`src/amc_map.svh`:
```
// Purpose: Field positions, reset values and timing counts for the mode and clock control
// Assumes: Master clock at 250 MHz
// Notes:   Definitions only
`ifndef AMC_MAP_SVH
`define AMC_MAP_SVH

`define AMC_MODE_RESET      16'h000A
`define AMC_MODE_MSB        15
`define AMC_MODE_LSB        13
`define AMC_CLKSEL_MSB      7
`define AMC_CLKSEL_LSB      6
`define AMC_RATE_MSB        3
`define AMC_RATE_LSB        0

`define AMC_MCLK_HZ         250000000
`define AMC_OSC_HZ          64000
`define AMC_OSC_HALF_CYC    (`AMC_MCLK_HZ / (2 * `AMC_OSC_HZ))
`define AMC_SETTLE_US       1000
`define AMC_SETTLE_CYC      ((`AMC_SETTLE_US * (`AMC_MCLK_HZ / 1000000)))
`define AMC_FIRST_PERIODS   2

`endif

```
`src/amc_pkg.sv`:
```
// Purpose: Types shared by the mode and clock control
// Assumes: Used with amc_map.svh
// Notes:   Encodings follow the mode register fields
package amc_pkg;

	typedef enum logic [2:0] {
		AMC_MD_CONT   = 3'h0,
		AMC_MD_SINGLE = 3'h1,
		AMC_MD_IDLE   = 3'h2,
		AMC_MD_PDOWN  = 3'h3
	} amc_mode_t;

	typedef enum logic [1:0] {
		AMC_CK_INT     = 2'h0,
		AMC_CK_INT_OUT = 2'h1,
		AMC_CK_EXT     = 2'h2,
		AMC_CK_EXT_DIV = 2'h3
	} amc_clksel_t;

	typedef enum logic [2:0] {
		AMC_ST_CONT   = 3'h0,
		AMC_ST_SETTLE = 3'h1,
		AMC_ST_SINGLE = 3'h2,
		AMC_ST_IDLE   = 3'h3,
		AMC_ST_PDOWN  = 3'h4
	} amc_state_t;

endpackage

```
`src/amc_ctrl.sv`:
```
// Purpose: Mode and clock-source control of a sigma-delta converter
// Assumes: Register traffic arrives already decoded from the serial port
// Notes:   Filter and modulator themselves sit outside; this block times them
`timescale 1ns/1ps
`include "amc_map.svh"
module amc_ctrl
	import amc_pkg::*;
#(
	parameter int DATA_W     = 24,
	parameter int SETTLE_CYC = `AMC_SETTLE_CYC,
	parameter int OSC_HALF   = `AMC_OSC_HALF_CYC
) (
	input  wire logic              i_mclk,
	input  wire logic              i_resetn,
	input  wire logic              i_ce,
	input  wire logic              i_mode_wr,
	input  wire logic [15:0]       i_mode_wdata,
	input  wire logic              i_restart,
	input  wire logic              i_data_rd,
	input  wire logic              i_cont_read,
	input  wire logic              i_sclk_tick,
	input  wire logic [DATA_W-1:0] i_filter_result,
	input  wire logic              i_clk_pin,
	output logic [15:0]            o_mode_rdata,
	output logic [DATA_W-1:0]      o_data,
	output logic                   o_data_valid_n,
	output logic                   o_result_strobe,
	output logic                   o_dout,
	output logic                   o_mod_tick,
	output logic                   o_filter_reset,
	output logic                   o_power_on,
	output logic                   o_clock_output_driver,
	output logic                   o_clock_output_driver_oe
);
	// Mode register fields
	amc_mode_t       mode_select_q;
	amc_clksel_t     clksel_q;
	logic [3:0]      rate_select_q;
	amc_state_t      st_q;
	amc_state_t      st_d;

	logic [15:0]     osc_cnt_q;
	logic            osc_q;
	logic            osc_prev_q;
	logic            pin_prev_q;
	logic            ext_div_q;
	logic [31:0]     settle_q;
	logic [1:0]      per_cnt_q;
	logic [DATA_W-1:0] shift_q;

	// Decoded events
	logic            osc_rise;
	logic            pin_rise;
	logic            clk_run;
	logic            tick;
	logic            period;
	logic            timer_clear;
	logic            settle_done;
	logic            result_now;
	logic [15:0]     rate_limit;
	logic            in_pdown;
	amc_mode_t       wr_mode;
	logic [15:0]     mode_rd;

	// Rate code to converter clocks per period at 64 kHz
	function automatic logic [15:0] rate_clocks(input logic [3:0] code);
		logic [15:0] n;
		n = 16'h0000;
		unique case (code)
			4'h0: n = 16'h0000;
			4'h1: n = 16'd136;
			4'h2: n = 16'd264;
			4'h3: n = 16'd520;
			4'h4: n = 16'd1032;
			4'h5: n = 16'd1280;
			4'h6: n = 16'd1641;
			4'h7: n = 16'd1928;
			4'h8: n = 16'd3265;
			4'h9: n = 16'd3832;
			4'hA: n = 16'd3832;
			4'hB: n = 16'd5120;
			4'hC: n = 16'd6400;
			4'hD: n = 16'd7683;
			4'hE: n = 16'd10240;
			4'hF: n = 16'd15348;
		endcase
		return n;
	endfunction

	assign rate_limit = rate_clocks(rate_select_q);
	assign wr_mode    = amc_mode_t'(i_mode_wdata[`AMC_MODE_MSB:`AMC_MODE_LSB]);

	// Register read image; reserved bits read zero
	assign mode_rd = {mode_select_q, 5'h00, clksel_q, 2'h0, rate_select_q};

	// Clock source selection; pin sampled as a synchronous input
	assign in_pdown = (st_q == AMC_ST_PDOWN);
	assign clk_run  = !in_pdown;
	assign osc_rise = osc_q && !osc_prev_q;
	assign pin_rise = i_clk_pin && !pin_prev_q;
	assign tick = clk_run && (((clksel_q == AMC_CK_INT) || (clksel_q == AMC_CK_INT_OUT)) ? osc_rise :
		(clksel_q == AMC_CK_EXT) ? pin_rise :
		(pin_rise && ext_div_q));

	// Latency counting; writes and restarts begin a fresh two-period wait
	assign timer_clear = i_mode_wr || i_restart || (st_q == AMC_ST_SETTLE) ||
		(st_q == AMC_ST_IDLE) || in_pdown;
	assign result_now  = period && (per_cnt_q >= 2'(`AMC_FIRST_PERIODS - 1)) && !i_mode_wr && !i_restart &&
		((st_q == AMC_ST_CONT) || (st_q == AMC_ST_SINGLE));
	assign settle_done = (settle_q == 32'(SETTLE_CYC - 1));

	amc_rate_timer #(
		.W(16)
	) u_timer (
		.i_mclk   (i_mclk),
		.i_resetn (i_resetn),
		.i_ce     (i_ce),
		.i_clear  (timer_clear),
		.i_tick   (tick),
		.i_limit  (rate_limit),
		.o_period (period)
	);

	// Next state; a mode write always wins over automatic steps
	always_comb begin
		st_d = st_q;
		if (i_mode_wr) begin
			unique case (wr_mode)
				AMC_MD_CONT:   st_d = AMC_ST_CONT;
				AMC_MD_SINGLE: st_d = AMC_ST_SETTLE;
				AMC_MD_IDLE:   st_d = AMC_ST_IDLE;
				AMC_MD_PDOWN:  st_d = AMC_ST_PDOWN;
				default:       st_d = AMC_ST_IDLE;
			endcase
		end else begin
			unique case (st_q)
				AMC_ST_SETTLE: if (settle_done) begin
					st_d = AMC_ST_SINGLE;
				end
				AMC_ST_SINGLE: if (result_now) begin
					st_d = AMC_ST_PDOWN;
				end
				default: st_d = st_q;
			endcase
		end
	end

	// Mode register and state
	always_ff @(posedge i_mclk or negedge i_resetn) begin
		if (!i_resetn) begin
			mode_select_q <= amc_mode_t'(3'(`AMC_MODE_RESET >> `AMC_MODE_LSB));
			clksel_q      <= amc_clksel_t'(2'(`AMC_MODE_RESET >> `AMC_CLKSEL_LSB));
			rate_select_q <= 4'(`AMC_MODE_RESET);
			st_q          <= AMC_ST_CONT;
		end else if (i_ce) begin
			if (i_mode_wr) begin
				mode_select_q <= wr_mode;
				clksel_q      <= amc_clksel_t'(i_mode_wdata[`AMC_CLKSEL_MSB:`AMC_CLKSEL_LSB]);
				rate_select_q <= i_mode_wdata[`AMC_RATE_MSB:`AMC_RATE_LSB];
			end
			st_q <= st_d;
		end
	end

	// Internal oscillator model; stops in power-down to save its edges
	always_ff @(posedge i_mclk or negedge i_resetn) begin
		if (!i_resetn) begin
			osc_cnt_q  <= 16'h0000;
			osc_q      <= 1'b0;
			osc_prev_q <= 1'b0;
		end else if (i_ce) begin
			osc_prev_q <= osc_q;
			if (!clk_run) begin
				osc_cnt_q <= 16'h0000;
				osc_q     <= 1'b0;
			end else if (osc_cnt_q == 16'(OSC_HALF - 1)) begin
				osc_cnt_q <= 16'h0000;
				osc_q     <= !osc_q;
			end else begin
				osc_cnt_q <= osc_cnt_q + 16'h0001;
			end
		end
	end

	// External pin edge detect and divide by two
	always_ff @(posedge i_mclk or negedge i_resetn) begin
		if (!i_resetn) begin
			pin_prev_q <= 1'b0;
			ext_div_q  <= 1'b0;
		end else if (i_ce) begin
			pin_prev_q <= i_clk_pin;
			if (pin_rise) begin
				ext_div_q <= !ext_div_q;
			end
		end
	end

	// Settle counter and period count since last restart
	always_ff @(posedge i_mclk or negedge i_resetn) begin
		if (!i_resetn) begin
			settle_q  <= 32'h0000_0000;
			per_cnt_q <= 2'h0;
		end else if (i_ce) begin
			settle_q <= (st_q == AMC_ST_SETTLE && !i_mode_wr) ? settle_q + 32'h0000_0001 : 32'h0000_0000;
			if (timer_clear) begin
				per_cnt_q <= 2'h0;
			end else if (period && per_cnt_q != 2'h3) begin
				per_cnt_q <= per_cnt_q + 2'h1;
			end
		end
	end

	// Data register and ready; new result wins over a read in the same cycle
	always_ff @(posedge i_mclk or negedge i_resetn) begin
		if (!i_resetn) begin
			o_data          <= '0;
			o_data_valid_n  <= 1'b1;
			o_result_strobe <= 1'b0;
		end else if (i_ce) begin
			o_result_strobe <= result_now;
			if (result_now) begin
				o_data         <= i_filter_result;
				o_data_valid_n <= 1'b0;
			end else if (i_mode_wr || (st_d == AMC_ST_PDOWN && !in_pdown) || i_data_rd) begin
				o_data_valid_n <= 1'b1;
			end
		end
	end

	// Continuous read shifter; host stays with read requests when off
	always_ff @(posedge i_mclk or negedge i_resetn) begin
		if (!i_resetn) begin
			shift_q <= '0;
			o_dout  <= 1'b0;
		end else if (i_ce) begin
			if (result_now && i_cont_read) begin
				shift_q <= i_filter_result;
				o_dout  <= i_filter_result[DATA_W-1];
			end else if (i_sclk_tick && i_cont_read) begin
				shift_q <= {shift_q[DATA_W-2:0], 1'b0};
				o_dout  <= shift_q[DATA_W-2];
			end
		end
	end

	// Registered outward controls
	always_ff @(posedge i_mclk or negedge i_resetn) begin
		if (!i_resetn) begin
			o_mode_rdata             <= `AMC_MODE_RESET;
			o_mod_tick               <= 1'b0;
			o_filter_reset           <= 1'b1;
			o_power_on               <= 1'b0;
			o_clock_output_driver    <= 1'b0;
			o_clock_output_driver_oe <= 1'b0;
		end else if (i_ce) begin
			o_mode_rdata   <= mode_rd;
			o_mod_tick     <= tick;
			o_filter_reset <= (st_q != AMC_ST_CONT && st_q != AMC_ST_SINGLE) || i_mode_wr || i_restart;
			o_power_on     <= !in_pdown;
			o_clock_output_driver    <= osc_q && (clksel_q == AMC_CK_INT_OUT) && !in_pdown;
			o_clock_output_driver_oe <= (clksel_q == AMC_CK_INT_OUT) && !in_pdown;
		end
	end
endmodule

```
`src/amc_rate_timer.sv`:
```
// Purpose: Counts converter clock ticks into output-rate periods
// Assumes: i_tick is a one-cycle pulse per converter clock
// Notes:   A limit of zero never yields a period; the count keeps running on ticks
`timescale 1ns/1ps
module amc_rate_timer #(
	parameter int W = 16
) (
	input  wire logic         i_mclk,
	input  wire logic         i_resetn,
	input  wire logic         i_ce,
	input  wire logic         i_clear,
	input  wire logic         i_tick,
	input  wire logic [W-1:0] i_limit,
	output logic              o_period
);
	logic [W-1:0] cnt_q;
	logic [W-1:0] cnt_d;
	logic         wrap;

	// Wrap on the last tick of a period
	assign wrap  = i_tick && (i_limit != '0) && (cnt_q == i_limit - W'(1));
	assign cnt_d = i_clear ? '0 : (wrap ? '0 : (i_tick ? cnt_q + W'(1) : cnt_q));

	// Clear restarts the period from zero
	always_ff @(posedge i_mclk or negedge i_resetn) begin
		if (!i_resetn) begin
			cnt_q    <= '0;
			o_period <= 1'b0;
		end else if (i_ce) begin
			cnt_q    <= cnt_d;
			o_period <= wrap && !i_clear;
		end
	end
endmodule
```
`config.mk`:
```
export PLATFORM = sky130hd
export DESIGN_NAME = amc_ctrl
export DESIGN_NICKNAME = d
export VERILOG_FILES = /design/src/amc_pkg.sv /design/src/amc_ctrl.sv /design/src/amc_rate_timer.sv
export VERILOG_INCLUDE_DIRS = /design/src
export SDC_FILE = /design/constraint.sdc
export NUM_CORES = 1
export LEC_CHECK = 0
export BUFFER_PORTS_ARGS = -buffer_cell sky130_fd_sc_hd__buf_4
export CAP_MARGIN = 40
export CORE_UTILIZATION = 60
export DETAILED_ROUTE_END_ITERATION = 16
export PLACE_DENSITY_LB_ADDON = 0.08
export SLEW_MARGIN = 20
export SYNTH_ARGS = -nofsm -noshare
export SYNTH_HDL_FRONTEND = slang
export SYNTH_SLANG_ARGS = --single-unit
```
`constraint.sdc`:
```
create_clock -name i_mclk -period 6.1 [get_ports i_mclk]
set_input_delay 0.61 -clock i_mclk [delete_from_list [all_inputs] [get_ports i_mclk]]
set_output_delay 0.61 -clock i_mclk [all_outputs]
set_load 0.05 [all_outputs]
```
== Word-level counts from Yosys, hierarchy flattened ==
Memories as Yosys holds them, arrays and structs flattened.
Cells that the tools add are included.
Word-level totals
  flip-flop bits (word level): 147
  memory bits (read-only): 224
  word-level logic and storage cells: 124
  memories: 1
Memory list
  (name not given): words 16, bits a word 14, read ports 1, clocked after Yosys merged registers in 0, wr ports 0, line amc_ctrl.sv:69  | unique case (code)
Cells by class
  $add $sub $neg: 5
  order comparisons: 1
  equal/unequal tests: 14
  mux-type cells: 23
  reduce and logical (&&, ||, !) cells: 56
Operators by type and width (count)
  $mux 16: 5
  $mux 23: 2
  $add 16x1->16 const B: 2
  $add 32x1->32 const B: 1
  $eq 32x18->1 const B: 1
  $mux 32: 1
  $logic_and 1x1->1: 20
  $eq 16x11->1 const B: 1
  $eq 16x16->1: 1
  $reduce_and 2->1: 8
  $reduce_bool 16->1: 1
  $sub 16x1->16 const B: 1
  $logic_or 1x1->1: 10
  $eq 3x2->1 const B: 3
  $mux 3: 3
  $pmux 3 s3: 1
  $logic_not 1->1: 8
  $mux 1: 8
  $reduce_bool 2->1: 4
  $eq 3x1->1 const B: 2
  $eq 3x3->1 const B: 2
  $logic_not 3->1: 2
  $pmux 3 s2: 1
  $reduce_bool 3->1: 2
  8 further kinds: 9

== Longest topological paths before layout ==
Gate-level depths: netlist of the first run.
  depth in word-level cells: 14
  mapped depth: 15
  mapped depth without buffers: 13

== Modules after synthesis ==
Synthesis of the first run repeated with hierarchy kept, for this count alone.
Unflattened totals
  cell total of the unflattened synthesis: 795
  area, all modules: 7886.3 um^2
By module, submodules not included
  amc_ctrl: instances 1, cells an instance 606, area an instance 6384.9 um^2, sequential area each 3260.6 um^2
  amc_rate_timer: instances 1, cells an instance 189, area an instance 1501.4 um^2, sequential area each 425.4 um^2

== Least setup slack after synthesis of the first run ==
OpenSTA, ideal clock, no wires.
  kind: reg2reg
  from: register rate_select_q[1]
  to: register u_timer.cnt_q[1]
  setup time: 0.122 ns
  arrival time: 3.324 ns
  slack: 2.654 ns
  cell stages (with the launch flop): 14
  buffers on the path: 1
  period minus slack after synthesis: 3.446 ns
  cells stage by stage: dfstp_2 inv_1 ha_1 mux2_2 a21oi_2 ha_1 xor2_1 xnor2_1 or4_1 a311o_1 a211oi_1 o2111ai_1 buf_2 a32o_1
Between the ends
  longest elaborated chain between the ends: 6
  elaborated cells between the ends (all ways): 10
  classes of those cells: add/sub (1); eq/ne (1); mux (2); reduce/logical (5); memory (1)
RTL lines
  from (decl): line amc_ctrl.sv:38  | logic [3:0] rate_select_q;
  from (signal assigned): line amc_ctrl.sv:153  | rate_select_q <= 4'(`AMC_MODE_RESET);
  from (signal assigned): line amc_ctrl.sv:159  | rate_select_q <= i_mode_wdata[`AMC_RATE_MSB:`AMC_RATE_LSB];
  $mem_v2 16x14 (*)
  $sub 16x1->16 or $reduce_bool 16->1 (tied branches): line amc_rate_timer.sv:21  | assign wrap = i_tick && (i_limit != '0) && (cnt_q == i_limit - W'(1));
  $eq 16x16->1 or $logic_and 1x1->1 (tied branches): line amc_rate_timer.sv:21
  $logic_and 1x1->1 (*): line amc_rate_timer.sv:21
  $reduce_bool 3->1 (no line) or $mux 16 (tied branches)
  $reduce_and 2->1 (no line) or $mux 16 (tied branches)
  to (signal assigned): line amc_rate_timer.sv:30  | cnt_q <= cnt_d;
  to (decl): line amc_rate_timer.sv:16  | logic [W-1:0] cnt_q;
Mark *: on every way between the ends. The rest lies on a longest branch, timed or not.
A chain may end at the register's enable or synchronous reset.

== Final worst setup path of the first run ==
  from: register rate_select_q[1]
  to: register u_timer.cnt_q[7]
Same word-level chain as after synthesis.

==> qor.yml, run 1 <==
clock_network:
  post_cts_buffers: 0
  cts_resized: 0
  cts_buffers: 17
  cts.sinks: 147
  cts_tree: "built"
  htreeDepth: 4
  ctsHoldBuffers: 0
  clk_latency_ps: 430
  clock_path_buffers: 2
  path_clk_slew_ps: 60
  root_buffer: "clkbuf_16"
route:
  viasPerCell: 5.83
  postRouteAntennaNets: 0
  vias: 6113
  post_drt_wl_per_cell_um: 16.0
  first_pass_iters: 5
  drt_wl_total_um: 16800
  drtIter0Drc: 424
  drc: 0
setup_path:
  critPathBufInv: 2
  crit_type: "flip-flop to flip-flop"
  worstPathRequired_ps: 6380
  slowest_stage: "dfstp_2"
  cp-end-kind: "flip-flop"
  worst_path_most_repeated_cell: "ha_1"
  crit_chain: "inv_1 > ha_1 > mux2_2 > a21oi_2 > ha_1 > xor2_1 > xnor2_1 > or4_1 > a311o_1 > a211oi_1 > o2111ai_1 > buf_4 > nand2_1 > o21ai_0"
  crit_family: "compound AO/OA/AOI/OAI gates"
  start_kind: "flip-flop"
  worst-path-max-fanout: 21
  critPathMaxStageDelay_ps: 630
  cp.arrival_ps: 4310
synthesis:
  ys.flop_type: "dfrtp_1"
  synth_cell_types: 66
  synthArstFlopShare: 1.00
  syn_inst: 790
  synth_edf_count: 0
  syn_area_per_cell_um2: 9.89
  seq_area_frac_synth: 0.472
  ys_ff_latch: 147
  synth_area_um2: 7810
  yosysWarnings: 0
floorplanning:
  io_pins: 97
  initial_utilization: 0.617
  die_area_um2: 13500
  die_h_um: 116
  rows: 41
  fp.dieW_um: 116
  core_region_area_um2: 12700
timing:
  rsz0062_at_grt: "false"
  drv_slew: 0
  setup_viol: 0
  fmax_mhz: 248
  fin_tns_setup_ps: 0
  hold-worst-slack_ps: 422
  worst_slew_pin_slew_ps: 689
  worst_clock_skew_ps: 17.0
  fin_crit_sh: 0.660
  max_slew_margin: 0.538
  finalWorstSetupSlack_ps: 2070
  finalHoldViolCount: 0
  period_minus_slack_ps: 4030
final_layout:
  final_nets: 929
  final_area_um2: 9200
  diodes: 0
  final_cell_mix: "dfrtp_1 (141), nor2_1 (88), buf_4 (88), nand2_1 (63), mux2_2 (48)"
  layoutNonFillerInstCount: 1048
  drive_above_1_share: 0.217
  mostFrequentLayoutCell: "dfrtp_1"
  syn2layout_area_growth_pct: 17.7
  final_util: 0.726
placement:
  io_buffer_count: 82
  gp_congestion: 0.870
  dpl_worst_slack_ps: 2110
  dp.cells: 1014
  placed_cell_area_um2: 8540
  dp_hpwl_um: 11600
run:
  maxCapViolCount: 0
power:
  power_density_nw_per_um2: 298
  peakVddDrop_uv: 219
  p_seq_frac: 0.422
  switching_share: 0.302
  power_frac_comb: 0.198
  internal_power_mw: 1.91
  power_leakage_nw: 4.24
  p_clk_frac: 0.380
  p_total_mw: 2.74
  p_sw_mw: 0.826
status:
  status: "complete, no violations"
grt:
  use_met2: 0.463
  use_met1: 0.339
  globalRouteTotalUtil: 0.271
  grt_pass1_vias: 6011
  antenna_found_initial: 0
  grt_pass1_wl_um: 28300
  top_usage_layer: "met2"
  gr-usage-met3: 0.0602
  overflow: 0
  grt_start_max_net_pins: 85
min_path:
  hold_class: "primary input to flip-flop"
cells in the mapped netlist, drive strengths merged (4+ instances only):
library cell    n  area (um^2)
buf            25          141
inv            30          113
o22ai           6         37.5
nand4          24          150
xnor2          21          184
nand2b          7         43.8
clkbuf         20         76.3
nand3b          6         45.0
nor3            6         35.0
a31oi           6         37.5
and3           11         68.8
a21oi          44          228
mux2i          34          340
nor2           88          330
nor4           11         68.8
dfrtp         141         3530
nand3          37          190
or3            13         81.3
ha             15          188
nor2b           8         50.1
and3b           4         35.0
xor2           35          307
nand2          63          236
o21ai          31          159
dfstp           6          158
mux2           48          541
cell families after synthesis:
group | count (synthesis) | synth area share
AND/OR/NAND/NOR | 299 | 0.194
flip-flops | 147 | 0.472
AO/OA/AOI/OAI | 115 | 0.0921
multiplexers | 82 | 0.113
buffers and inverters | 75 | 0.0423
XOR/XNOR | 56 | 0.0628
adder cells (fa/ha/maj) | 15 | 0.0240
other | 1 | 0.000480
worst reg2reg max path, delay by kind of cell (launching register included):
kind            cells  cell delay (ps)
buf+inv             2              350
simple gates        2              730
flops               1              630
compound gates      5             1100
mux                 1              290
xor+xnor            2              260
fa+ha+maj           2              520
layout make-up:
| type | instances | area [um^2] |
|---|---|---|
| Multi-Input combinational cell | 574 | 3820 |
| Sequential cell | 147 | 3690 |
| Fill cell | 953 | 3470 |
| Timing Repair Buffer | 95 | 774 |
| Clock buffer | 18 | 439 |
| Tap cell | 172 | 215 |
| Clock inverter | 12 | 148 |
| Inverter | 30 | 113 |
layer usage:
layer,part of all wire,vias to the layer above
met1,0.44,3010
met4,0.015,0
met2,0.51,155
met5,0,-
met3,0.041,22
li1,-,2926
registers in the layout, summed over array words and instances, names as in the netlist, 2 cells and up:
signal,cells
per_cnt_q,2
rate_select_q,4
o_data,24
shift_q,23
osc_cnt_q,16
u_timer.cnt_q,16
clksel_q,2
o_mode_rdata,9
st_q,3
settle_q,32
mode_select_q,3
power by group through the flow:
stage                     clock (mW)  combinational [mW]  sequential (mW)
after floorplan                    0               0.331             1.22
after global placement             0               0.514             1.17
after detailed placement           0               0.533             1.17
after CTS                       1.06               0.534             1.16
after global routing            1.10               0.597             1.17
final                           1.04               0.542             1.16
path summary, 6_finish.rpt:
kind	from	to	slack (ps)	cells past startpoint
max	rate_select_q[1]	u_timer.cnt_q[7]	2070	14
min	i_mode_wdata[6]	clksel_q[0]	420	2
max reg2reg	rate_select_q[1]	u_timer.cnt_q[7]	2070	14
min reg2reg	ext_div_q	ext_div_q	470	1
max in group asynchronous	i_resetn	rate_select_q[1]	4410	5
min in group asynchronous	i_resetn	o_mode_rdata[2]	540	2
(Power assumes the default switching activity.)
==> run 2, diff against run 1 <==
--- a/config.mk
+++ b/config.mk
@@ -8,7 +8,7 @@
 export LEC_CHECK = 0
 export BUFFER_PORTS_ARGS = -buffer_cell sky130_fd_sc_hd__buf_4
 export CAP_MARGIN = 40
-export CORE_UTILIZATION = 60
+export CORE_UTILIZATION = 53
 export DETAILED_ROUTE_END_ITERATION = 16
 export PLACE_DENSITY_LB_ADDON = 0.08
 export SLEW_MARGIN = 20
==> constraint.sdc (replaced) <==
create_clock -name i_mclk -period 3.4 [get_ports i_mclk]
set_input_delay 0.34 -clock i_mclk [delete_from_list [all_inputs] [get_ports i_mclk]]
set_output_delay 0.34 -clock i_mclk [all_outputs]
set_load 0.05 [all_outputs]
==> qor.yml, run 2 (same netlist as run 1, synthesis figures left out) <==
status:
  status: "complete, no violations"
grt:
  grt_pass1_wl_um: 28700
  grt_pass1_vias: 5953
  overflow: 0
  globalRouteTotalUtil: 0.244
  grt_start_max_net_pins: 80
  antenna_found_initial: 0
timing:
  worst_clock_skew_ps: 16.2
  fin_tns_setup_ps: 0
  finalHoldViolCount: 0
  worst_slew_pin_slew_ps: 668
  max_slew_margin: 0.551
  fmax_mhz: 300
  drv_slew: 0
  fin_crit_sh: 0.981
  finalWorstSetupSlack_ps: 64.3
  rsz0062_at_grt: "true"
  setup_viol: 0
  period_minus_slack_ps: 3340
min_path:
  worstHoldEndpoint: "rate_select_q[1]"
  hold_class: "primary input to flip-flop"
  hold_start: "i_mode_wdata[1]"
  hold_depth: 2
route:
  postRouteAntennaNets: 0
  first_pass_iters: 5
  drc: 0
  drtIter0Drc: 449
  viasPerCell: 5.69
  vias: 6148
  drt_wl_total_um: 17500
  post_drt_wl_per_cell_um: 16.1
setup_path:
  r2r_cells: 14
  critPathMaxStageDelay_ps: 560
  slowest_stage: "dfstp_2"
  r2r_slack_ps: 60
  start_kind: "flip-flop"
  worst-path-max-fanout: 8
  crit_chain: "inv_4 > ha_4 > mux2_4 > a21oi_4 > ha_2 > xnor2_1 > or4_1 > a311o_1 > a211oi_2 > o2111ai_2 > buf_6 > buf_12 > nand4_1 > nand3_1"
  worstPathRequired_ps: 3690
  cp-end-kind: "flip-flop"
  crit_path_start: "rate_select_q[1]"
  crit_family: "compound AO/OA/AOI/OAI gates"
  r2r_start: "rate_select_q[1]"
  crit_type: "flip-flop to flip-flop"
  r2r-end: "u_timer.cnt_q[11]"
  cp.arrival_ps: 3630
  critPathBufInv: 3
floorplanning:
  initial_utilization: 0.540
  rows: 44
  fp.dieW_um: 123
  die_area_um2: 15200
  die_h_um: 123
  io_pins: 97
  core_region_area_um2: 14500
clock_network:
  cts_buffers: 17
  root_buffer: "clkbuf_16"
  clk_latency_ps: 420
  path_clk_slew_ps: 70
  cts.sinks: 147
  clock_path_buffers: 2
  cts_tree: "built"
  htreeDepth: 4
placement:
  gp_congestion: 0.838
  io_buffer_count: 82
  dpl_worst_slack_ps: -126
  dp_hpwl_um: 12200
  dp.cells: 1045
  placed_cell_area_um2: 8750
final_layout:
  final_cell_mix: "dfrtp_1 (140), buf_4 (105), nor2_1 (88), nand2_1 (62), mux2_2 (47)"
  layoutNonFillerInstCount: 1081
  final_nets: 948
  largestRegisters: "settle_q x32, o_data x24, shift_q x23"
  final_area_um2: 9500
  nFillCells: 1112
  syn2layout_area_growth_pct: 21.6
  largest_reg_flops: 32
  max_flop_register: "settle_q"
  mostFrequentLayoutCell: "dfrtp_1"
  drive_above_1_share: 0.245
  diodes: 0
power:
  peakVddDrop_uv: 430
  internal_power_mw: 3.64
  power_density_nw_per_um2: 546
  power_leakage_nw: 4.38
  p_clk_frac: 0.397
  power_frac_comb: 0.208
  p_sw_mw: 1.54
  switching_share: 0.297
  p_seq_frac: 0.395
  p_total_mw: 5.18
run:
  maxCapViolCount: 0
==> run 2: cell type report <==
cell class | count | area, um^2 | area share
Timing Repair Buffer | 114 | 933 | 0.0983
Inverter | 30 | 115 | 0.0121
Clock buffer | 18 | 439 | 0.0462
Clock inverter | 14 | 214 | 0.0225
Sequential cell | 147 | 3690 | 0.388
Tap cell | 184 | 230 | 0.0242
Multi-Input combinational cell | 574 | 3880 | 0.408
==> run 2: how the worst max path moves through the flow <==
stage | end | slack (ps) | cells past startpoint
4_1_cts | u_timer.cnt_q[11] | 50 | 14
3_3_place_gp | u_timer.cnt_q[9] | -20 | 13
2_1_floorplan | u_timer.cnt_q[1] | 20 | 12
6_report | u_timer.cnt_q[11] | 60 | 14
5_1_grt | u_timer.cnt_q[12] | -80 | 15
3_5_place_dp | u_timer.cnt_q[9] | -130 | 13
==> run 2: per-layer routing <==
metal  GRT usage  part of all wire
met5           0                 0
met4      0.0858             0.013
met3      0.0530             0.044
met2       0.390              0.49
met1       0.327              0.45
==> run 2: worst reg2reg max path, stage by stage (launching register included) <==
cell       delay, ps
dfstp_2          560
inv_4             50
ha_4             150
mux2_4           280
a21oi_4          130
ha_2             290
xnor2_1          120
or4_1            460
a311o_1          290
a211oi_2         220
o2111ai_2        170
buf_6            190
buf_12           130
nand4_1           80
nand3_1           80
==> run 2: power groups by stage <==
stage	Clock [mW]	Sequential [mW]	Combinational, mW
5_1_grt	2.18	2.07	1.18
4_1_cts	2.10	2.04	1.07
3_3_place_gp	0	2.06	1.02
6_report	2.06	2.04	1.08
3_5_place_dp	0	2.07	1.06
2_1_floorplan	0	2.19	0.598
==> run 2: repair_timing <==
action | 4_1_cts | 5_1_grt
resized for setup | 4 | 7
hold endpoints to repair | 33 | 0
pin swaps | 3 | 0
setup endpoints to repair | 16 | 16
gates cloned | 1 | 0
hold buffers | 1 | 0
setup buffers | 0 | 1
==> run 2: per-stage QoR <==
stage | hold WS, ps | utilization
3_5_place_dp | 433 | 0.604
3_3_place_gp | 425 | 0.604
6_report | 150 | 0.656
2_1_floorplan | 44.4 | -
4_1_cts | 136 | 0.651
5_1_grt | 142 | 0.656
